### src/flc_pkg.sv
// Purpose: Shared constants and types for the loop clock configuration block.
// Assumes: Wishbone word registers, byte address is four times the register index.
// Notes: Registers are 16 bits wide, carried in the low two lanes of the bus.
// Overview of operation
// - Loop reference is the selected input after the pre-divider, undivided when it divides by 1.
// - Bit 2 selects integer (0) or fractional (1) mode, reset 0.
// - Bit 0 enables loop, bit 1 enables free oscillator, both reset 0.
// - Output divider bits 10:8 divide by 2 up to 256, reset 000.
// - Loop ratio bits 2:0 give 1,2,4,8; top bit set gives 16.
// - Fraction is 16-bit unsigned, bits 15:0, MSB weight one half, reset 0.
// - Integer multiplier is 10 bits at 14:5, used in both modes.
// - Pre-divider bits 4:3 divide 1..8; source bits 1:0, reset bit clock.
`default_nettype none

package flc_pkg;
    // Bus widths
    localparam int ADR_W = 10;
    localparam int DAT_W = 32;
    localparam int REG_W = 16;
    // Register indices; byte address is index times four
    localparam logic [7:0] IDX_ENABLES = 8'h3c;
    localparam logic [7:0] IDX_DIVIDERS = 8'h3d;
    localparam logic [7:0] IDX_FRACTION = 8'h3e;
    localparam logic [7:0] IDX_INTEGER = 8'h3f;
    localparam logic [7:0] IDX_REFSEL = 8'h40;
    localparam logic [7:0] IDX_STATUS = 8'h48;
    // Field positions
    localparam int ENA_BIT = 0;
    localparam int OSC_BIT = 1;
    localparam int FRAC_BIT = 2;
    localparam int OUTDIV_LSB = 8;
    localparam int OUTDIV_W = 3;
    localparam int FRATIO_LSB = 0;
    localparam int FRATIO_W = 3;
    localparam int K_W = 16;
    localparam int N_LSB = 5;
    localparam int N_W = 10;
    localparam int PREDIV_LSB = 3;
    localparam int PREDIV_W = 2;
    localparam int SRC_LSB = 0;
    localparam int SRC_W = 2;
    // Status bits
    localparam int STAT_RUN = 0;
    localparam int STAT_REF_SEEN = 1;
    localparam int STAT_BAD_SRC = 2;
    localparam int STAT_CHG_LIVE = 3;
    // Reset values
    localparam logic [OUTDIV_W-1:0] OUTDIV_RST = 3'h0;
    localparam logic [FRATIO_W-1:0] FRATIO_RST = 3'h0;
    localparam logic [K_W-1:0] K_RST = 16'h0000;
    localparam logic [N_W-1:0] N_RST = 10'h177;
    localparam logic [PREDIV_W-1:0] PREDIV_RST = 2'h0;
    // Decoded widths
    localparam int ODR_W = 9;
    localparam int LRF_W = 5;
    localparam logic [ODR_W-1:0] ODR_BASE = 9'h002;
    localparam logic [LRF_W-1:0] LRF_BASE = 5'h01;
    localparam logic [LRF_W-1:0] LRF_MAX = 5'h10;
    // Reference loss timing
    localparam int CLK_PERIOD_NS = 5;
    localparam int REF_LOSS_NS = 100000;
    localparam int REF_LOSS_CYC = REF_LOSS_NS / CLK_PERIOD_NS;
    localparam int PIN_SYNC = 3;
    localparam int NUM_REF = 3;
    localparam int PDCNT_W = 3;

    // Reference source codes
    typedef enum logic [SRC_W-1:0] {
        flc_src_master = 2'h0,
        flc_src_frame = 2'h1,
        flc_src_bit = 2'h2,
        flc_src_reserved = 2'h3
    } flc_src_t;

    localparam flc_src_t SRC_RST = flc_src_bit;

    // Loop run states
    typedef enum logic [2:0] {
        flc_idle = 3'h1,
        flc_wait_ref = 3'h2,
        flc_run = 3'h4
    } flc_state_t;
endpackage : flc_pkg

`default_nettype wire

### src/flc_ref_if.sv
// Purpose: Carries reference selection and divided tick between block modules.
// Assumes: One clock domain.
// Notes: Config side drives selection, generator side returns the tick.
`default_nettype none

interface flc_ref_if;
    import flc_pkg::*;
    flc_src_t src;
    logic [PREDIV_W-1:0] prediv;
    logic tick;

    modport cfg (output src, output prediv, input tick);
    modport gen (input src, input prediv, output tick);
endinterface : flc_ref_if

`default_nettype wire
### src/flc_loop_config.sv
// Purpose: Register file and control for the frequency locked loop setup.
// Assumes: Classic Wishbone slave, one wait state, byte address on wb_adr_i.
// Notes: Unmapped addresses ack with zero data and ignore writes.
//
// Our own choice: the Wishbone slave port.
`default_nettype none

module flc_loop_config
#(
    parameter int REF_LOSS_CYCLES = flc_pkg::REF_LOSS_CYC
)
(
    // Clock and reset
    input wire logic clk,
    input wire logic srst,
    // Wishbone slave
    input wire logic wb_cyc_i,
    input wire logic wb_stb_i,
    input wire logic wb_we_i,
    input wire logic [flc_pkg::ADR_W-1:0] wb_adr_i,
    input wire logic [3:0] wb_sel_i,
    input wire logic [flc_pkg::DAT_W-1:0] wb_dat_i,
    output logic [flc_pkg::DAT_W-1:0] wb_dat_o,
    output logic wb_ack_o,
    // Reference pins: master, frame, bit clock
    input wire logic [flc_pkg::NUM_REF-1:0] ref_pins,
    // Loop controls toward the oscillator
    output logic loop_enable,
    output logic free_oscillator_enable,
    output logic fractional_mode_enable,
    output logic [flc_pkg::ODR_W-1:0] output_divide_ratio,
    output logic [flc_pkg::LRF_W-1:0] loop_ratio_factor,
    output logic [flc_pkg::N_W-1:0] multiplier_integer,
    output logic [flc_pkg::K_W-1:0] multiplier_fraction,
    output logic reference_tick,
    output logic loop_running
);
    import flc_pkg::*;

    localparam int LOSS_W = $clog2(REF_LOSS_CYCLES + 1);

    flc_ref_if refc ();

    // Register fields
    logic [OUTDIV_W-1:0] output_divider_select;
    logic [FRATIO_W-1:0] loop_ratio_select;
    logic [K_W-1:0] fraction_field;
    logic [N_W-1:0] integer_field;
    logic [PREDIV_W-1:0] reference_predivider;
    flc_src_t reference_source_select;
    logic changed_while_live;
    // Bus decode
    logic req;
    logic wr;
    logic [7:0] idx;
    logic [REG_W-1:0] wdat;
    logic [REG_W-1:0] rdat;
    logic wr_loop;
    // Reference watch and state
    logic [LOSS_W-1:0] loss_cnt;
    logic ref_seen;
    flc_state_t state;
    flc_state_t next_state;

    // Request decode, low two byte lanes carry the 16-bit registers
    assign req = wb_cyc_i && wb_stb_i && !wb_ack_o;
    assign wr = req && wb_we_i;
    assign idx = wb_adr_i[ADR_W-1:2];
    always_comb
    begin
        wdat = rdat;
        if (wb_sel_i[0])
        begin
            wdat[7:0] = wb_dat_i[7:0];
        end
        if (wb_sel_i[1])
        begin
            wdat[15:8] = wb_dat_i[15:8];
        end
    end
    assign wr_loop = wr && (idx >= IDX_ENABLES) && (idx <= IDX_REFSEL);

    // Read mux, unused bits read as zero
    always_comb
    begin
        rdat = '0;
        unique case (idx)
            IDX_ENABLES:
            begin
                rdat[ENA_BIT] = loop_enable;
                rdat[OSC_BIT] = free_oscillator_enable;
                rdat[FRAC_BIT] = fractional_mode_enable;
            end
            IDX_DIVIDERS:
            begin
                rdat[OUTDIV_LSB +: OUTDIV_W] = output_divider_select;
                rdat[FRATIO_LSB +: FRATIO_W] = loop_ratio_select;
            end
            IDX_FRACTION: rdat[K_W-1:0] = fraction_field;
            IDX_INTEGER: rdat[N_LSB +: N_W] = integer_field;
            IDX_REFSEL:
            begin
                rdat[PREDIV_LSB +: PREDIV_W] = reference_predivider;
                rdat[SRC_LSB +: SRC_W] = reference_source_select;
            end
            IDX_STATUS:
            begin
                rdat[STAT_RUN] = loop_running;
                rdat[STAT_REF_SEEN] = ref_seen;
                rdat[STAT_BAD_SRC] = (reference_source_select == flc_src_reserved);
                rdat[STAT_CHG_LIVE] = changed_while_live;
            end
            default: rdat = '0;
        endcase
    end

    // Bus answer, one cycle after the request
    always_ff @(posedge clk)
    begin
        if (srst)
        begin
            wb_ack_o <= 1'b0;
            wb_dat_o <= '0;
        end
        else
        begin
            wb_ack_o <= req;
            wb_dat_o <= req ? DAT_W'(rdat) : '0;
        end
    end

    // Enable bits
    always_ff @(posedge clk)
    begin
        if (srst)
        begin
            loop_enable <= 1'b0;
            free_oscillator_enable <= 1'b0;
            fractional_mode_enable <= 1'b0;
        end
        else if (wr && idx == IDX_ENABLES)
        begin
            loop_enable <= wdat[ENA_BIT];
            free_oscillator_enable <= wdat[OSC_BIT];
            fractional_mode_enable <= wdat[FRAC_BIT];
        end
    end

    // Divider fields
    always_ff @(posedge clk)
    begin
        if (srst)
        begin
            output_divider_select <= OUTDIV_RST;
            loop_ratio_select <= FRATIO_RST;
        end
        else if (wr && idx == IDX_DIVIDERS)
        begin
            output_divider_select <= wdat[OUTDIV_LSB +: OUTDIV_W];
            loop_ratio_select <= wdat[FRATIO_LSB +: FRATIO_W];
        end
    end

    // Multiplier fields
    always_ff @(posedge clk)
    begin
        if (srst)
        begin
            fraction_field <= K_RST;
            integer_field <= N_RST;
        end
        else
        begin
            if (wr && idx == IDX_FRACTION)
            begin
                fraction_field <= wdat[K_W-1:0];
            end
            if (wr && idx == IDX_INTEGER)
            begin
                integer_field <= wdat[N_LSB +: N_W];
            end
        end
    end

    // Reference selection fields
    always_ff @(posedge clk)
    begin
        if (srst)
        begin
            reference_predivider <= PREDIV_RST;
            reference_source_select <= SRC_RST;
        end
        else if (wr && idx == IDX_REFSEL)
        begin
            reference_predivider <= wdat[PREDIV_LSB +: PREDIV_W];
            reference_source_select <= flc_src_t'(wdat[SRC_LSB +: SRC_W]);
        end
    end

    // Sticky flag: loop field written while loop_enable is set; write one clears
    always_ff @(posedge clk)
    begin
        if (srst)
        begin
            changed_while_live <= 1'b0;
        end
        else if (wr_loop && loop_enable && idx != IDX_ENABLES)
        begin
            changed_while_live <= 1'b1;
        end
        else if (wr && idx == IDX_STATUS && wdat[STAT_CHG_LIVE])
        begin
            changed_while_live <= 1'b0;
        end
    end

    // Selection toward the reference divider
    assign refc.src = reference_source_select;
    assign refc.prediv = reference_predivider;

    flc_ref_divider u_ref_div
    (
        .clk(clk),
        .srst(srst),
        .ref_pins(ref_pins),
        .refp(refc.gen)
    );

    // Reference presence watch on the divided reference
    always_ff @(posedge clk)
    begin
        if (srst)
        begin
            loss_cnt <= '0;
            ref_seen <= 1'b0;
        end
        else if (refc.tick)
        begin
            loss_cnt <= LOSS_W'(REF_LOSS_CYCLES);
            ref_seen <= 1'b1;
        end
        else if (loss_cnt != '0)
        begin
            loss_cnt <= loss_cnt - LOSS_W'(1);
        end
        else
        begin
            ref_seen <= 1'b0;
        end
    end

    // Run state: entered on a reference seen or the free oscillator, left only when loop_enable clears
    always_comb
    begin
        next_state = state;
        unique case (state)
            flc_idle:
                if (loop_enable)
                begin
                    next_state = flc_wait_ref;
                end
            flc_wait_ref:
                if (!loop_enable)
                begin
                    next_state = flc_idle;
                end
                else if (ref_seen || free_oscillator_enable)
                begin
                    next_state = flc_run;
                end
            flc_run:
                if (!loop_enable)
                begin
                    next_state = flc_idle;
                end
            default: next_state = flc_idle;
        endcase
    end

    always_ff @(posedge clk)
    begin
        if (srst)
        begin
            state <= flc_idle;
            loop_running <= 1'b0;
        end
        else
        begin
            state <= next_state;
            loop_running <= (next_state == flc_run);
        end
    end

    // Decoded settings toward the oscillator
    always_ff @(posedge clk)
    begin
        if (srst)
        begin
            output_divide_ratio <= ODR_BASE;
            loop_ratio_factor <= LRF_BASE;
            multiplier_integer <= N_RST;
            multiplier_fraction <= K_RST;
            reference_tick <= 1'b0;
        end
        else
        begin
            output_divide_ratio <= ODR_BASE << output_divider_select;
            loop_ratio_factor <= loop_ratio_select[FRATIO_W-1] ? LRF_MAX
                : (LRF_BASE << loop_ratio_select[FRATIO_W-2:0]);
            multiplier_integer <= integer_field;
            // Fraction only applies in fractional mode
            multiplier_fraction <= fractional_mode_enable ? fraction_field : K_RST;
            reference_tick <= refc.tick;
        end
    end
endmodule : flc_loop_config

`default_nettype wire

### src/flc_ref_divider.sv
// Purpose: Synchronise the three reference pins, select one, pre-divide it.
// Assumes: Reference pins are far slower than clk.
// Notes: Reserved source gives no ticks at all.
`default_nettype none

module flc_ref_divider
(
    // Clock and reset
    input wire logic clk,
    input wire logic srst,
    // Reference pins: master, frame, bit clock
    input wire logic [flc_pkg::NUM_REF-1:0] ref_pins,
    // Selection and tick
    flc_ref_if.gen refp
);
    import flc_pkg::*;

    logic [NUM_REF-1:0] level;
    logic [NUM_REF-1:0] rise;
    logic [PDCNT_W-1:0] cnt;
    logic [PDCNT_W-1:0] terminal;
    logic sel_rise;
    flc_src_t src_q;
    logic [PREDIV_W-1:0] prediv_q;

    // Per pin three-stage synchroniser and rising edge
    genvar gi;
    generate
        for (gi = 0; gi < NUM_REF; gi++)
        begin : g_pin
            logic [PIN_SYNC-1:0] sync;
            always_ff @(posedge clk)
            begin
                if (srst)
                begin
                    sync <= '0;
                    level[gi] <= 1'b0;
                    rise[gi] <= 1'b0;
                end
                else
                begin
                    sync <= {sync[PIN_SYNC-2:0], ref_pins[gi]};
                    // Change counts once stages two and three agree
                    if (sync[1] == sync[2])
                    begin
                        level[gi] <= sync[2];
                    end
                    rise[gi] <= (sync[1] == sync[2]) && sync[2] && !level[gi];
                end
            end
        end
    endgenerate

    // Source select, reserved code picks nothing
    always_comb
    begin
        unique case (refp.src)
            flc_src_master: sel_rise = rise[0];
            flc_src_frame: sel_rise = rise[1];
            flc_src_bit: sel_rise = rise[2];
            default: sel_rise = 1'b0;
        endcase
    end

    // Division by 1, 2, 4 or 8 edges
    assign terminal = PDCNT_W'((1 << refp.prediv) - 1);

    // Pre-divider counter, restarts on any selection change
    always_ff @(posedge clk)
    begin
        if (srst)
        begin
            cnt <= '0;
            refp.tick <= 1'b0;
            src_q <= SRC_RST;
            prediv_q <= PREDIV_RST;
        end
        else
        begin
            src_q <= refp.src;
            prediv_q <= refp.prediv;
            refp.tick <= 1'b0;
            if (src_q != refp.src || prediv_q != refp.prediv)
            begin
                cnt <= '0;
            end
            else if (sel_rise)
            begin
                if (cnt >= terminal)
                begin
                    cnt <= '0;
                    refp.tick <= 1'b1;
                end
                else
                begin
                    cnt <= cnt + PDCNT_W'(1);
                end
            end
        end
    end
endmodule : flc_ref_divider

`default_nettype wire

### config.mk
export PLATFORM = sky130hd
export DESIGN_NAME = flc_loop_config
export DESIGN_NICKNAME = d
export VERILOG_FILES = /design/src/flc_pkg.sv /design/src/flc_ref_if.sv /design/src/flc_loop_config.sv /design/src/flc_ref_divider.sv
export SDC_FILE = /design/constraint.sdc
export NUM_CORES = 1
export LEC_CHECK = 0
export BUFFER_PORTS_ARGS = -buffer_cell sky130_fd_sc_hd__clkbuf_2
export CORE_ASPECT_RATIO = 0.5
export CORE_MARGIN = 2
export CORE_UTILIZATION = 46
export CTS_CLUSTER_DIAMETER = 200
export DETAILED_ROUTE_END_ITERATION = 8
export PLACE_DENSITY_LB_ADDON = 0.08
export SYNTH_ARGS = -nofsm -noshare
export SYNTH_HDL_FRONTEND = slang
export SYNTH_SLANG_ARGS = --single-unit
export TNS_END_PERCENT = 1
### constraint.sdc
create_clock -name clk -period 5.2 [get_ports clk]
set_input_delay 0.78 -clock clk [delete_from_list [all_inputs] [get_ports clk]]
set_output_delay 0.78 -clock clk [all_outputs]
set_load 0.1 [all_outputs]
==> run summary <==
Leading register cell type out of synthesis: dfxtp_1
Die Wd: 160 um
ANT cells: 0
Most frequent cells in the layout: 140 x dfxtp_1, 94 x clkbuf_2, 56 x nor2_1
Tcrit/Tclk final: 49.2%
Initial Util: 47.3%
Initial antenna violation count: 0
Hold_sp: u_ref_div.level[0]$_SDFFE_PP0N_
I/O Pins: 132
Sequential share of power: 40.6%
Internal: 0.00204 W
Setup Skew: 0.0101 ns
Endpoints failing setup: 0
Slew @ Worst Pin: 0.980 ns
Final #Nets: 722
Mapped Cells: 579
Total gr overflow: 0
Drt first pass iters: 5
Synth unique cells: 65
Place WS: 2.24 ns
Combinational group share of total power: 14.9%
Worst setup SP type: primary input
Max Slew Vio Count: 0
Fin. Hold Viols: 0
Setup ws final: 2.64 ns
Slew headroom: 34.5%
Vias in the first global route: 4122
Most common cell after layout, fill and taps aside: dfxtp_1
Clock Latency Late Sink: 0.41 ns
Synth Register Bits: 140
Switching part of the total power: 28.4%
TritonCTS clock tree: yes
Global-route wire length before repair: 20800 um
Ys async rst share: 0%
Detailed-route via count: 4413
Power per cell area: 426 nW/um^2
Clock sinks: 140
Clock Pin Slew Worst Setup and Hold Paths: 0.06 ns
Ys Warns: 0
Crit. Startpoint: wb_adr_i[2]
Cell Count, Final, Fillers Out: 838
DRC Markers: 0
Leak: 2.73 nW
Overall Global Routing Usage: 20.5%
Final Power: 0.00285 W
CORE AREA: 11800 um^2
Placed wire-length estimate: 8690 um
Unrepaired setup endpoints after global routing: false
H-tree depth: 4
Final GP Congestion: 0.808
Number of synthesized flops with an enable pin: 0
Fmax: 391 MHz
Status: complete, no violations
CTS Buf Count: 17
Maxcap violations: 0
Share of cells above drive strength 1: 23.5%
Die Footprint: 13100 um^2
PostCTS Resize Cnt: 0
Synth Cell Area: 5580 um^2
Port buffer count: 94
Tmin final: 2.56 ns
Die Height: 81.9 um
Post-Place Cells: 806
Psw: 0.000810 W
DR vias/cell: 5.27
Pin count of the biggest net entering global routing: 43
Worst hold slack: 0.416 ns
Synth-to-layout area growth: 19.8%
Post-CTS Setup Inserts: 0
CP Capture Type: flip-flop
Crit Path Class: in -> reg
Max Root-Sink Buffers: 2
Clock share of power: 44.5%
# rows: 28
TNS Setup: 0 ns
Hold crit path type: reg -> reg
DR WL/cell: 15.6 um
Overall routed net length: 13000 um
Final ANT Viol Nets: 0
Footprint of the multi-input gates: 2510 um^2
Iter 0 DRT Violations: 265
CTS Hold Buffers Added: 0
Syn_area_per_cell: 9.64 um^2
Data required time of the worst path: 5.51 ns
Sequential element share of the synthesized area: 50.2%
R2R Path Start: wb_ack_o$_SDFF_PP0_
Crit Path Max Fanout: 21
Fill cells: 1093
Root buffer cell: clkbuf_16
Maximum vdd drop: 232 uV
Worst EP arrival: 2.87 ns
Register Area: 2800 um^2
synth_stat cells, types with 7 or more instances:
cell type | n | area share, %
and2_1 | 19 | 2.1
nor3_1 | 15 | 1.3
dfxtp_1 | 140 | 50
a211oi_1 | 9 | 1.2
nand2_1 | 26 | 1.7
or2_2 | 13 | 1.5
nor4_1 | 8 | 0.90
a21oi_1 | 32 | 2.9
nor2_1 | 56 | 3.8
mux2i_1 | 18 | 3.2
inv_1 | 14 | 0.94
buf_4 | 20 | 2.7
a311oi_1 | 7 | 1.1
buf_2 | 9 | 0.81
clkbuf_1 | 18 | 1.2
nor2b_1 | 19 | 2.1
nand3_1 | 7 | 0.63
o21ai_0 | 22 | 2.0
nor3b_1 | 7 | 0.94
ha_1 | 8 | 1.8
cell type report:
class,instances,share of cell area (%)
multi-input combinational,390,37.5
inverter,14,0.786
timing repair buffer,97,7.38
tap,165,3.09
clock buffer,18,6.57
sequential,140,41.9
clock inverter,14,2.75
worst paths after layout:
check	to	slack [ns]	cells past startpoint
setup / recovery	loop_ratio_select[0]$_SDFFE_PP0P_	2.64	5
hold / removal	u_ref_div.rise[0]$_SDFF_PP0_	0.42	1
setup reg to reg	loop_ratio_select[0]$_SDFFE_PP0P_	3.01	4
hold reg to reg	u_ref_div.rise[0]$_SDFF_PP0_	0.42	1
routing by layer:
layer	global-route usage (%)	part of all wire [%]
met1	25.6	47
met5	0	0
met4	7.91	1.4
met2	34.3	46
met3	5.86	5.5
cell families (layout without fill, tap and decap cells):
family | after synthesis | in the layout | share of synthesized area (%)
compound gates | 124 | 124 | 15.1
xor+xnor | 6 | 6 | 0.942
other cells | 1 | 17 | 0.0672
fa+ha+maj | 8 | 8 | 1.79
flops | 140 | 140 | 50.2
simple gates | 212 | 212 | 21.7
mux | 23 | 23 | 4.24
buf+inv | 65 | 143 | 5.92
power groups by stage:
stage	Sequential, W	Combinational, W	Clock [W]
floorplan	0.00117	0.000354	0
global placement	0.00118	0.000415	0
detailed placement	0.00118	0.000420	0
CTS	0.00116	0.000425	0.00129
global route	0.00116	0.000471	0.00134
finish	0.00116	0.000424	0.00127
worst max-delay path, stage by stage:
cell and delay (ns):
clkbuf_2 0.52, nor2b_1 0.35, nor4b_2 0.85, nor2_1 0.08, a311oi_1 0.28
flip-flops by register name (all words and copies together) (netlist names), 3 cells and up:
register	count
fraction_field	16
integer_field	10
loop_ratio_factor	5
loop_ratio_select	3
loss_cnt	15
multiplier_fraction	16
multiplier_integer	10
output_divide_ratio	8
output_divider_select	3
state	3
u_ref_div.cnt	3
u_ref_div.g_pin.sync	9
u_ref_div.level	3
u_ref_div.rise	3
wb_dat_o	16
through the flow:
stage,area (um^2),utilization [%]
floorplan,5640,-
global placement,6060,51.3
detailed placement,6060,51.3
CTS,6680,56.6
global route,6680,56.6
finish,6680,56.6
No activity file was read; power rests on OpenSTA's default activity.
